`src/rtl/mba_pkg.sv`:
```
// constants, field layouts and carrier types of the motor brake / auto-configuration block
package mba_pkg;
   // parameter indices on the host parameter port
   localparam logic [15:0] IDX_AUTO_CFG   = 16'h3451;  // auto_config_enable
   localparam logic [15:0] IDX_BRAKE      = 16'h3587;  // brake_present
   localparam logic [15:0] IDX_COIL_TC    = 16'h3454;  // coil_thermal_constant
   localparam logic [15:0] IDX_CONT_CUR   = 16'h358e;  // continuous_current
   localparam logic [15:0] IDX_MEM_BASE   = 16'h3600;  // base + slot for other motor words
   localparam logic [15:0] IDX_LOAD_INER  = 16'h3700;  // load_inertia, float
   localparam logic [15:0] IDX_BRAKE_IMM  = 16'h3701;  // brake_on_disable_immediate
   localparam logic [15:0] IDX_VTHRESH    = 16'h3702;  // standstill_velocity_threshold
   localparam logic [15:0] IDX_DWELL      = 16'h3703;  // standstill_dwell_time, ms
   localparam logic [15:0] IDX_STATUS     = 16'h3704;  // read-only brake status
   localparam logic [15:0] IDX_FAULT_CLR  = 16'h3705;  // write ones to clear faults

   // motor parameter slots that motor memory may fill
   localparam int          NSLOT          = 17;
   localparam logic [4:0]  SLOT_BRAKE     = 5'h00;     // brake_present
   localparam logic [4:0]  SLOT_COIL_TC   = 5'h01;
   localparam logic [4:0]  SLOT_CONT_CUR  = 5'h02;
   localparam logic [4:0]  SLOT_EXT_FIRST = 5'h0b;     // phase, apply time, vel, voltage
   localparam logic [4:0]  SLOT_FW_FIRST  = 5'h0f;     // sensor type, overtemp level
   localparam logic [4:0]  SLOT_LAST      = 5'h10;

   // feedback memory version in hundredths; 0.01 reads as 1
   localparam logic [15:0] MEMVER_MIN     = 16'h0001;
   // firmware version from which sensor type and overtemp level are filled
   localparam logic [31:0] FW_TEMP_MIN    = 32'h0109_0000;

   // load inertia bounds as single-precision bit patterns (1.0 and 1e6)
   localparam logic [31:0] INER_MIN       = 32'h3f80_0000;
   localparam logic [31:0] INER_MAX       = 32'h4974_2400;

   // reset values
   localparam logic [31:0] RST_WORD       = 32'h0000_0000;
   localparam logic [15:0] RST_DWELL      = 16'h0000;

   // status word layout
   localparam int          ST_F_OPEN      = 0;
   localparam int          ST_F_SHORT     = 1;
   localparam int          ST_F_ABSENT    = 2;
   localparam int          ST_RELEASE     = 4;

   // timing
   localparam int          CLK_NS         = 50;
   localparam int          MS_NS          = 1000000;
   localparam int          POLL_MS        = 16;
   localparam int          CNT_W          = 24;
   localparam int          MS_CYC         = MS_NS / CLK_NS;
   localparam int          POLL_CYC       = (POLL_MS * MS_NS) / CLK_NS;

   // host parameter request
   typedef struct packed {
      logic        wr;
      logic        rd;
      logic [15:0] idx;
      logic [31:0] wdata;
   } mba_req_t;

   // host parameter answer
   typedef struct packed {
      logic        ack;
      logic        err;
      logic [31:0] rdata;
   } mba_rsp_t;

   // identification word from the feedback memory reader
   typedef struct packed {
      logic        valid;
      logic [4:0]  slot;
      logic [31:0] data;
      logic [15:0] version;
   } mba_mem_t;

   // brake circuit pins
   typedef struct packed {
      logic        open_ckt;
      logic        short_ckt;
      logic        connected;
   } mba_brk_pin_t;

   // brake sequencer states, one-hot
   typedef enum logic [2:0] {
      BS_RUN  = 3'b001,
      BS_WAIT = 3'b010,
      BS_HELD = 3'b100
   } mba_bstate_t;

   // whole state of the block
   typedef struct packed {
      mba_rsp_t                     rsp;
      logic                         auto_cfg;
      logic                         brake_imm;
      logic [31:0]                  vthresh;
      logic [15:0]                  dwell;
      logic [31:0]                  load_iner;
      logic [NSLOT-1:0][31:0]       prm;
      logic [NSLOT-1:0]             loaded;
      logic [2:0]                   fault;
      mba_brk_pin_t                 sync1;
      mba_brk_pin_t                 sync2;
      logic [CNT_W-1:0]             poll_cnt;
      logic [CNT_W-1:0]             ms_cnt;
      logic [15:0]                  dwell_cnt;
      mba_bstate_t                  bst;
      logic                         release_brk;
   } mba_state_t;
endpackage : mba_pkg

```
`src/rtl/mba_top.sv`:
```
// motor auto-configuration, parameter protection and brake supervision
// Overview of operation
// - auto set: motor words come from feedback memory
// - auto set: memory-filled parameters refuse writes
// - auto clear: nothing loaded, host writes parameters
// - parameters not memory-filled always stay writable
// - base motor set filled under auto mode
// - memory version above 0.01 adds four more
// - newer firmware adds sensor type, overtemp level
// - brake presence never drives the brake output
// - brake present: check open and short indications
// - brake absent: ignore circuit, raise no fault
// - brake present but unconnected raises a fault
// - brake circuit sampled once every 16 ms
// - normal disable: brake after standstill dwell
// - immediate mode: brake at once on disable
// - load inertia float, range 1 to 1e6
`timescale 1ns/100ps
module mba_top #(
   parameter logic [mba_pkg::CNT_W-1:0] POLL_CYCLES = mba_pkg::CNT_W'(mba_pkg::POLL_CYC),
   parameter logic [mba_pkg::CNT_W-1:0] MS_CYCLES   = mba_pkg::CNT_W'(mba_pkg::MS_CYC),
   parameter logic [31:0]               FW_VERSION  = mba_pkg::FW_TEMP_MIN
) (
   // clock and reset
   input  wire logic                  ref_clk,
   input  wire logic                  reset_n,
   // host parameter port
   input  wire mba_pkg::mba_req_t     host_req,
   output      mba_pkg::mba_rsp_t     host_rsp,
   // feedback memory reader
   input  wire mba_pkg::mba_mem_t     mem_word,
   // drive state
   input  wire logic                  drive_enable,
   input  wire logic [31:0]           velocity_abs,
   // brake circuit pins
   input  wire mba_pkg::mba_brk_pin_t brake_pins,
   output      logic                  brake_release,
   output      logic [2:0]            brake_fault
);

   mba_pkg::mba_state_t st_r;   // registered state
   mba_pkg::mba_state_t st_nxt; // next state

   // parameter index of a motor slot
   function automatic logic [15:0] slot_idx(input logic [4:0] s);
      if (s == mba_pkg::SLOT_BRAKE) begin
         return mba_pkg::IDX_BRAKE;
      end else if (s == mba_pkg::SLOT_COIL_TC) begin
         return mba_pkg::IDX_COIL_TC;
      end else if (s == mba_pkg::SLOT_CONT_CUR) begin
         return mba_pkg::IDX_CONT_CUR;
      end
      return mba_pkg::IDX_MEM_BASE + {11'h000, s};
   endfunction : slot_idx

   // decode an index to {hit, slot}; read and write both use it
   function automatic logic [5:0] slot_hit(input logic [15:0] idx);
      logic [5:0] r;
      r = 6'h00;
      for (int s = 0; s < mba_pkg::NSLOT; s++) begin
         if (idx == slot_idx(5'(s))) begin
            r = {1'b1, 5'(s)};
         end
      end
      return r;
   endfunction : slot_hit

   // may memory fill this slot under current version and firmware
   function automatic logic slot_fillable(input logic [4:0] s, input logic [15:0] ver);
      if (s < mba_pkg::SLOT_EXT_FIRST) begin
         return 1'b1;
      end else if (s < mba_pkg::SLOT_FW_FIRST) begin
         return ver > mba_pkg::MEMVER_MIN;
      end else if (s <= mba_pkg::SLOT_LAST) begin
         return FW_VERSION >= mba_pkg::FW_TEMP_MIN;
      end
      return 1'b0;
   endfunction : slot_fillable

   // decoded host access, brake poll and millisecond ticks, standstill
   logic [5:0]  wr_hit;      // slot decode of the request index
   logic        wr_slot_ok;  // slot write not locked
   logic        poll_tick;   // brake poll instant
   logic        ms_tick;     // one millisecond elapsed
   logic        stand_still; // velocity under threshold
   logic [31:0] status_word; // read value of the status index

   assign wr_hit      = slot_hit(host_req.idx);
   // locked only while auto mode holds and memory filled the slot
   assign wr_slot_ok  = !(st_r.auto_cfg && st_r.loaded[wr_hit[4:0]]);
   assign poll_tick   = (st_r.poll_cnt == POLL_CYCLES - 1'b1);
   assign ms_tick     = (st_r.ms_cnt == MS_CYCLES - 1'b1);
   assign stand_still = (velocity_abs < st_r.vthresh);

   // status layout: latched faults low, brake output state above
   always_comb begin
      status_word                        = 32'h0000_0000;
      status_word[mba_pkg::ST_F_ABSENT:0] = st_r.fault;
      status_word[mba_pkg::ST_RELEASE]   = st_r.release_brk;
   end

   // next-state logic for the whole block
   always_comb begin
      st_nxt = st_r;

      // pins pass two flip-flops; only sync2 is looked at
      st_nxt.sync1 = brake_pins;
      st_nxt.sync2 = st_r.sync1;

      // answer is a one-cycle pulse after each request
      st_nxt.rsp.ack   = 1'b0;
      st_nxt.rsp.err   = 1'b0;
      st_nxt.rsp.rdata = 32'h0000_0000;

      // host writes
      if (host_req.wr) begin
         st_nxt.rsp.ack = 1'b1;
         if (wr_hit[5]) begin
            if (wr_slot_ok) begin
               st_nxt.prm[wr_hit[4:0]] = host_req.wdata;
            end else begin
               st_nxt.rsp.err = 1'b1;
            end
         end else begin
            unique case (host_req.idx)
               mba_pkg::IDX_AUTO_CFG: begin
                  st_nxt.auto_cfg = host_req.wdata[0];
                  // leaving auto mode frees every slot it filled
                  if (!host_req.wdata[0]) begin
                     st_nxt.loaded = '0;
                  end
               end
               mba_pkg::IDX_LOAD_INER: begin
                  // positive floats order like their bit patterns
                  if (!host_req.wdata[31] &&
                      host_req.wdata >= mba_pkg::INER_MIN &&
                      host_req.wdata <= mba_pkg::INER_MAX) begin
                     st_nxt.load_iner = host_req.wdata;
                  end else begin
                     st_nxt.rsp.err = 1'b1;
                  end
               end
               mba_pkg::IDX_BRAKE_IMM: begin
                  st_nxt.brake_imm = host_req.wdata[0];
               end
               mba_pkg::IDX_VTHRESH: begin
                  st_nxt.vthresh = host_req.wdata;
               end
               mba_pkg::IDX_DWELL: begin
                  st_nxt.dwell = host_req.wdata[15:0];
               end
               mba_pkg::IDX_FAULT_CLR: begin
                  st_nxt.fault = st_r.fault & ~host_req.wdata[2:0];
               end
               default: begin
                  // status is read-only, anything else is unmapped
                  st_nxt.rsp.err = 1'b1;
               end
            endcase
         end
      end else if (host_req.rd) begin
         // host reads
         st_nxt.rsp.ack = 1'b1;
         if (wr_hit[5]) begin
            st_nxt.rsp.rdata = st_r.prm[wr_hit[4:0]];
         end else begin
            unique case (host_req.idx)
               mba_pkg::IDX_AUTO_CFG: begin
                  st_nxt.rsp.rdata = {31'h0000_0000, st_r.auto_cfg};
               end
               mba_pkg::IDX_LOAD_INER: begin
                  st_nxt.rsp.rdata = st_r.load_iner;
               end
               mba_pkg::IDX_BRAKE_IMM: begin
                  st_nxt.rsp.rdata = {31'h0000_0000, st_r.brake_imm};
               end
               mba_pkg::IDX_VTHRESH: begin
                  st_nxt.rsp.rdata = st_r.vthresh;
               end
               mba_pkg::IDX_DWELL: begin
                  st_nxt.rsp.rdata = {16'h0000, st_r.dwell};
               end
               mba_pkg::IDX_STATUS: begin
                  st_nxt.rsp.rdata = status_word;
               end
               mba_pkg::IDX_FAULT_CLR: begin
                  st_nxt.rsp.rdata = 32'h0000_0000;
               end
               default: begin
                  st_nxt.rsp.err = 1'b1;
               end
            endcase
         end
      end

      // memory fill; runs after the host write so it wins a collision
      if (mem_word.valid && st_r.auto_cfg &&
          slot_fillable(mem_word.slot, mem_word.version)) begin
         st_nxt.prm[mem_word.slot]    = mem_word.data;
         st_nxt.loaded[mem_word.slot] = 1'b1;
      end

      // poll counter, free running
      if (poll_tick) begin
         st_nxt.poll_cnt = '0;
      end else begin
         st_nxt.poll_cnt = st_r.poll_cnt + 1'b1;
      end

      // circuit checks only at poll instants and only with a brake;
      // placed after the clear so a new fault survives a same-cycle clear
      if (poll_tick && st_r.prm[mba_pkg::SLOT_BRAKE][0]) begin
         if (st_r.sync2.open_ckt) begin
            st_nxt.fault[mba_pkg::ST_F_OPEN] = 1'b1;
         end
         if (st_r.sync2.short_ckt) begin
            st_nxt.fault[mba_pkg::ST_F_SHORT] = 1'b1;
         end
         if (!st_r.sync2.connected) begin
            st_nxt.fault[mba_pkg::ST_F_ABSENT] = 1'b1;
         end
      end

      // millisecond base, restarted on each disable so the dwell is whole
      if (ms_tick || st_r.bst != mba_pkg::BS_WAIT) begin
         st_nxt.ms_cnt = '0;
      end else begin
         st_nxt.ms_cnt = st_r.ms_cnt + 1'b1;
      end

      // brake sequencer; brake_present takes no part here
      unique case (st_r.bst)
         mba_pkg::BS_RUN: begin
            st_nxt.release_brk = 1'b1;
            if (!drive_enable) begin
               if (st_r.brake_imm) begin
                  st_nxt.bst         = mba_pkg::BS_HELD;
                  st_nxt.release_brk = 1'b0;
               end else begin
                  st_nxt.bst       = mba_pkg::BS_WAIT;
                  st_nxt.dwell_cnt = 16'h0000;
               end
            end
         end
         mba_pkg::BS_WAIT: begin
            // brake stays released while the axis coasts down
            st_nxt.release_brk = 1'b1;
            if (drive_enable) begin
               st_nxt.bst = mba_pkg::BS_RUN;
            end else if (st_r.brake_imm) begin
               // immediate mode switched on mid-wait: apply now
               st_nxt.bst         = mba_pkg::BS_HELD;
               st_nxt.release_brk = 1'b0;
            end else if (!stand_still) begin
               st_nxt.dwell_cnt = 16'h0000;
            end else if (st_r.dwell_cnt >= st_r.dwell) begin
               st_nxt.bst         = mba_pkg::BS_HELD;
               st_nxt.release_brk = 1'b0;
            end else if (ms_tick) begin
               st_nxt.dwell_cnt = st_r.dwell_cnt + 1'b1;
            end
         end
         mba_pkg::BS_HELD: begin
            st_nxt.release_brk = 1'b0;
            if (drive_enable) begin
               st_nxt.bst         = mba_pkg::BS_RUN;
               st_nxt.release_brk = 1'b1;
            end
         end
         default: begin
            // illegal one-hot code: fail safe with brake applied
            st_nxt.bst         = mba_pkg::BS_HELD;
            st_nxt.release_brk = 1'b0;
         end
      endcase
   end

   // one register for all state; brake applied and nothing loaded at reset
   always_ff @(posedge ref_clk or negedge reset_n) begin
      if (!reset_n) begin
         st_r           <= '0;
         st_r.vthresh   <= mba_pkg::RST_WORD;
         st_r.dwell     <= mba_pkg::RST_DWELL;
         st_r.load_iner <= mba_pkg::RST_WORD;
         st_r.bst       <= mba_pkg::BS_HELD;
      end else begin
         st_r <= st_nxt;
      end
   end

   // outputs straight from flip-flops
   assign host_rsp      = st_r.rsp;
   assign brake_release = st_r.release_brk;
   assign brake_fault   = st_r.fault;

endmodule : mba_top

```
`config.mk`:
```
export PLATFORM = sky130hd
export DESIGN_NAME = mba_top
export DESIGN_NICKNAME = d
export VERILOG_FILES = /design/src/rtl/mba_pkg.sv /design/src/rtl/mba_top.sv
export SDC_FILE = /design/constraint.sdc
export NUM_CORES = 2
export LEC_CHECK = 0
export BUFFER_PORTS_ARGS = -buffer_cell sky130_fd_sc_hd__buf_2
export CORE_ASPECT_RATIO = 0.7
export CORE_MARGIN = 8
export CORE_UTILIZATION = 40
export DETAILED_ROUTE_END_ITERATION = 8
export HOLD_SLACK_MARGIN = 0.03
export MAX_ROUTING_LAYER = met4
export SLEW_MARGIN = 20
export SYNTH_ARGS = -nofsm -noshare
export SYNTH_HDL_FRONTEND = slang
export SYNTH_SLANG_ARGS = --single-unit
```
`constraint.sdc`:
```
create_clock -name ref_clk -period 3.6 [get_ports ref_clk]
set_input_delay 0.36 -clock ref_clk [delete_from_list [all_inputs] [get_ports ref_clk]]
set_output_delay 0.36 -clock ref_clk [all_outputs]
set_load 0.1 [all_outputs]
```
Word level (Yosys, flattened, before mapping). Cells that the tools add are included.

Add/subtract/negate cells: 3. Multipliers: 0. Divide/modulo/power cells: 0. $lt $le $gt $ge: 12. Equal/unequal tests: 39. Shifts and indexed selects: 0. Mux-type cells: 78. Bitwise logic cells: 4. Reduce and logical (&&, ||, !) cells: 20.

Operators with widths (count): bitwise mux 544 bit (2); 2-to-1 mux 544 bit (2); 2-to-1 mux 564 bit (1); 2-to-1 mux 561 bit (1); equality test 16 x 14 -> 1 bit (second input constant) (24); demux 32 bit (select 5 bit) (2); case mux 32 bit (6 select lines) (1); binary-select mux 32 bit (select 5 bit) (1); 2-to-1 mux 32 bit (5); 2-to-1 mux 6 bit (17); 2-to-1 mux 16 bit (6); adder 24 x 1 -> 24 bit (second input constant) (2); 2-to-1 mux 24 bit (2); 2-to-1 mux 20 bit (2); 2-to-1 mux 17 bit (2); 2-to-1 mux 34 bit (1); greater-or-equal comparator 32 x 30 -> 1 bit (second input constant) (1); <= comparator 32 x 31 -> 1 bit (second input constant) (1); < comparator 32 bit (1); case mux 16 bit (2 select lines) (1); equality test 24 x 15 -> 1 bit (second input constant) (1); equality test 24 x 19 -> 1 bit (second input constant) (1); 2-to-1 mux 1 bit (19); OR 17 bit (1); other kinds (33) (59).

Register bits: 754. Bits in latches: 0. RAM bits: 0. Memory bits (read-only): 0. Output and inout bits: 38. Memories: 0.

Logic depth before layout (Yosys ltp).
Word-level depth: 28. Depth in mapped cells: 13. Gate-level depth less buffers: 11.

Least setup slack after synthesis. No wires, ideal clock.

Kind: input-to-reg. Start: in host_req[37] (netlist bit). End: reg st_r[160] (netlist bit). Library setup time: 0.137 ns. Data arrival time: 3.196 ns. Required time: 3.463 ns. Path slack: 0.267 ns. Stages: 12. Buffers on the path: 3. Cell sequence: or4b_1 nor4_4 or2_0 buf_2 mux2i_1 a22oi_1 o32a_1 buf_4 a211oi_4 buf_6 mux2i_1 a21oi_1.

RTL lines: from (decl) (RTL line mba_top.sv:28) `input wire mba_pkg::mba_req_t host_req,`; to (signal assigned) (RTL line mba_top.sv:287) `st_r <= st_nxt;`; to (decl) (RTL line mba_top.sv:41) `mba_pkg::mba_state_t st_r;`.

Final worst setup path.
Start: reg st_r[703] (netlist bit). End: reg st_r[8] (netlist bit).

Word-level cells in the longest chain between the ends: 5. Elaborated cells on any way between the ends: 8. Classes of those cells: 1 x order compare; 2 x eq/ne; 4 x mux; 1 x reduce/logical.

RTL lines: < comparator 32 bit * (RTL line mba_top.sv:93) `assign stand_still = (velocity_abs < st_r.vthresh);`; 2-to-1 mux 16 bit (RTL line mba_top.sv:254) `end else if (!stand_still) begin`; 2-to-1 mux 16 bit (RTL line mba_top.sv:250) `end else if (st_r.brake_imm) begin`; 2-to-1 mux 16 bit (RTL line mba_top.sv:248) `if (drive_enable) begin`; case mux 16 bit (2 select lines) (RTL line mba_top.sv:232) `unique case (st_r.bst)`.

Mark *: on every way between the ends. The rest lies on a longest branch, timed or not. The select of a mux whose other input is x is not followed. A chain may end at the register's enable or synchronous reset.

==> out/results.ini <==
[pwr]
clockPowerShare_pct = 46.5
power.density_nw_per_um2 = 377
p_comb_share_pct = 5.5
vdd_drop_max_uv = 335
p_seq_share_pct = 48.0
p_int_mw = 13.4
switching_share_pct = 24.6
p_switching_mw = 4.38
p_leak_nw = 20.3

[cts]
cts.reportedPaths.clkPinSlew_ps = 60
cts_inserted_buffers = 77
ctsHtreeMaxLevel = 3
cts_tree = yes
clockRootBuffer = clkbuf_16
clk_latency_ps = 680
clockBufferDepth = 3
cts_sinks = 754

[timing]
tightest_slew_ps = 1240
timing.hold.ws_ps = 89.8
final-setup-viol-count = 0
max_slew_margin_pct = 16.4
clock.fmax_mhz = 326
slew_viol_final = 0
clock_skew_ps = 39.0
rsz0062_at_grt = false
final-hold-violation-count = 0
fin_crit_sh_pct = 85.3
finalCriticalPeriod_ps = 3070
tns_ps = 0

[logic_synthesis]
synthDistinctLibCells = 81
synth_area_leaders = dfrtp_1 45%, mux2i_1 12%, a21oi_1 6.3%
synth-seq-cells = 754
netlist_instances = 4521
syn_area_um2 = 41500
synth.largest_area_cell = dfrtp_1
synth_edf_count = 0
ys_seq_area_share_pct = 45.5
ys_async_sr_fraction_pct = 100
yosysWarnings = 0
synth_ff_type = dfrtp_1
synth_nets = 4713
synth_top_area_share_pct = 45.4
avgSynthCellArea_um2 = 9.18
synth_commonest_cells = 753 x dfrtp_1, 618 x nor2_1, 593 x nand2_1, 526 x a21oi_1, 499 x mux2i_1
synth.most_common_cell = dfrtp_1

[flow_run]
maxCapViolations = 0

[cells_and_area]
final_util_pct = 45.6
area_growth_syn_to_layout_pct = 13.7
num-nets-final = 4710
fin_area_um2 = 47200
drive_gt1_share_pct = 14.9

[placement]
dpl_cell_area_um2 = 44600
portBuffers = 178
gp_congestion = 0.893
post-dp-hpwl_mm = 94.6

[detailed_routing]
routed_wl_mm = 147
viasPerCell = 5.82
num_vias = 34600
drtIter0Drc = 4055
wl_per_cell_um = 24.7
drc = 0
drt.antenna.violating_nets = 0
dr.pass1.iters = 7

[critical_path]
start_kind = register
worstPathArrival_ps = 3620
critPathKind = reg2reg
end_kind = register
crit_path_end = st_r[8]
worstReg2RegEnd = st_r[8]
path_max_fanout = 13
worstPathRequired_ps = 4150
ff2ff_setup_slack_ps = 530
timing.rr.start = st_r[703]
crit_path_start = st_r[703]
ff2ff_path_depth = 13

[floorplanning]
die_h_um = 286
start_util_pct = 40.1
die_w_um = 401
boundaryPins = 180
dieArea_um2 = 115000
row_count = 99
fp.coreArea_um2 = 104000

[run_status]
status = complete, no violations

[global_route]
grt_pass1_vias = 33000
gr-total-overflow = 0
grt_pass1_wl_mm = 220
antenna_found_initial = 16
grt_max_degree = 135
grt_util_all_layers_pct = 25.5

[min_path]
worstHoldPathType = in2reg

[layout by cell type (no fill, tap or decap), types with 50 or more instances in the layout]
cell / instances
dfrtp_1: 753
nor2_1: 618
inv_1: 66
nand2_1: 584
mux2i_1: 499
clkbuf_16: 79
buf_4: 147
and3_1: 81
a21oi_1: 526
ha_1: 50
nand3_1: 116
a31oi_1: 113
buf_12: 75
mux2_2: 95
buf_2: 177
[power by group through the flow]
stage	Combinational [mW]	Clock [mW]	Sequential (mW)
5_1_grt	1.06	8.75	8.56
3_3_place_gp	0.971	0	8.71
4_1_cts	0.983	8.42	8.56
2_1_floorplan	0.405	0	8.74
6_report	0.976	8.28	8.56
3_5_place_dp	0.974	0	8.71
[per-layer routing]
| layer | global-route usage, % | vias to the layer above | part of all wire (%) |
|---|---|---|---|
| met5 | - | - | 0 |
| met3 | 5.17 | 227 | 9.0 |
| met4 | 7.29 | 0 | 2.7 |
| met1 | 36.8 | 17000 | 45 |
| li1 | - | 15700 | - |
| met2 | 36.3 | 1646 | 43 |
[repair_timing]
item / CTS / global route
setup buffers: 0 / 0
gates resized for setup: 0 / 0
hold buffers: 6 / 0
hold endpoints to repair: 53 / 0
[final cells by class]
type	count	area [um2]
Fill cell	9892	56300
Multi-Input combinational cell	3213	20300
Sequential cell	754	18900
Timing Repair Buffer	406	3570
Clock buffer	113	2230
Tap cell	1363	1710
Clock inverter	24	284
Inverter	66	248
Antenna cell	7	17.5
[worst max-delay path, stage by stage, from the launching register on]
cell,delay [ps]
dfrtp_1,360
inv_1,70
ha_1,280
a21o_1,160
a21o_1,170
a211oi_1,210
o21ai_0,270
a211oi_1,440
o21ai_0,150
buf_4,210
o21ai_0,170
buf_4,210
nor3_1,70
o21a_1,180
[flip-flops by register name, summed over array words and instances (netlist names)]
register,count
st_r,713
host_rsp,34
brake_fault,3
st_nxt,3
brake_release,1
[kinds of logic after synthesis]
kind of cell             after synthesis  synth area share, %
AND/OR/NAND/NOR                     1556                 16.0
flip-flops                           754                 45.5
buffers and inverters                554                 6.14
multiplexers                         612                 15.6
AO/OA/AOI/OAI                        949                 14.3
XOR/XNOR                              46                0.970
adder cells (fa/ha/maj)               50                 1.51
[stage by stage]
stage	setup slack [ps]	power, mW	cells
final	530	17.8	5946
after global placement	-27.5	9.68	5796
after floorplan	267	9.15	4521
after detailed placement	-44.4	9.69	5796
after CTS	504	18.0	5939
after global routing	217	18.4	5945
[worst min path at each step]
stage                       startpoint  slack (ps)              to  depth (start not counted)
after floorplan                reset_n          60  brake_fault[0]                          0
after global placement         reset_n         330    host_rsp[20]                          1
after detailed placement       reset_n         340    host_rsp[20]                          1
after CTS                 host_req[49]          40    host_rsp[33]                          2
after global routing      host_req[49]          70    host_rsp[33]                          2
final                     host_req[49]          90    host_rsp[33]                          2
(Power assumes the default switching activity.)
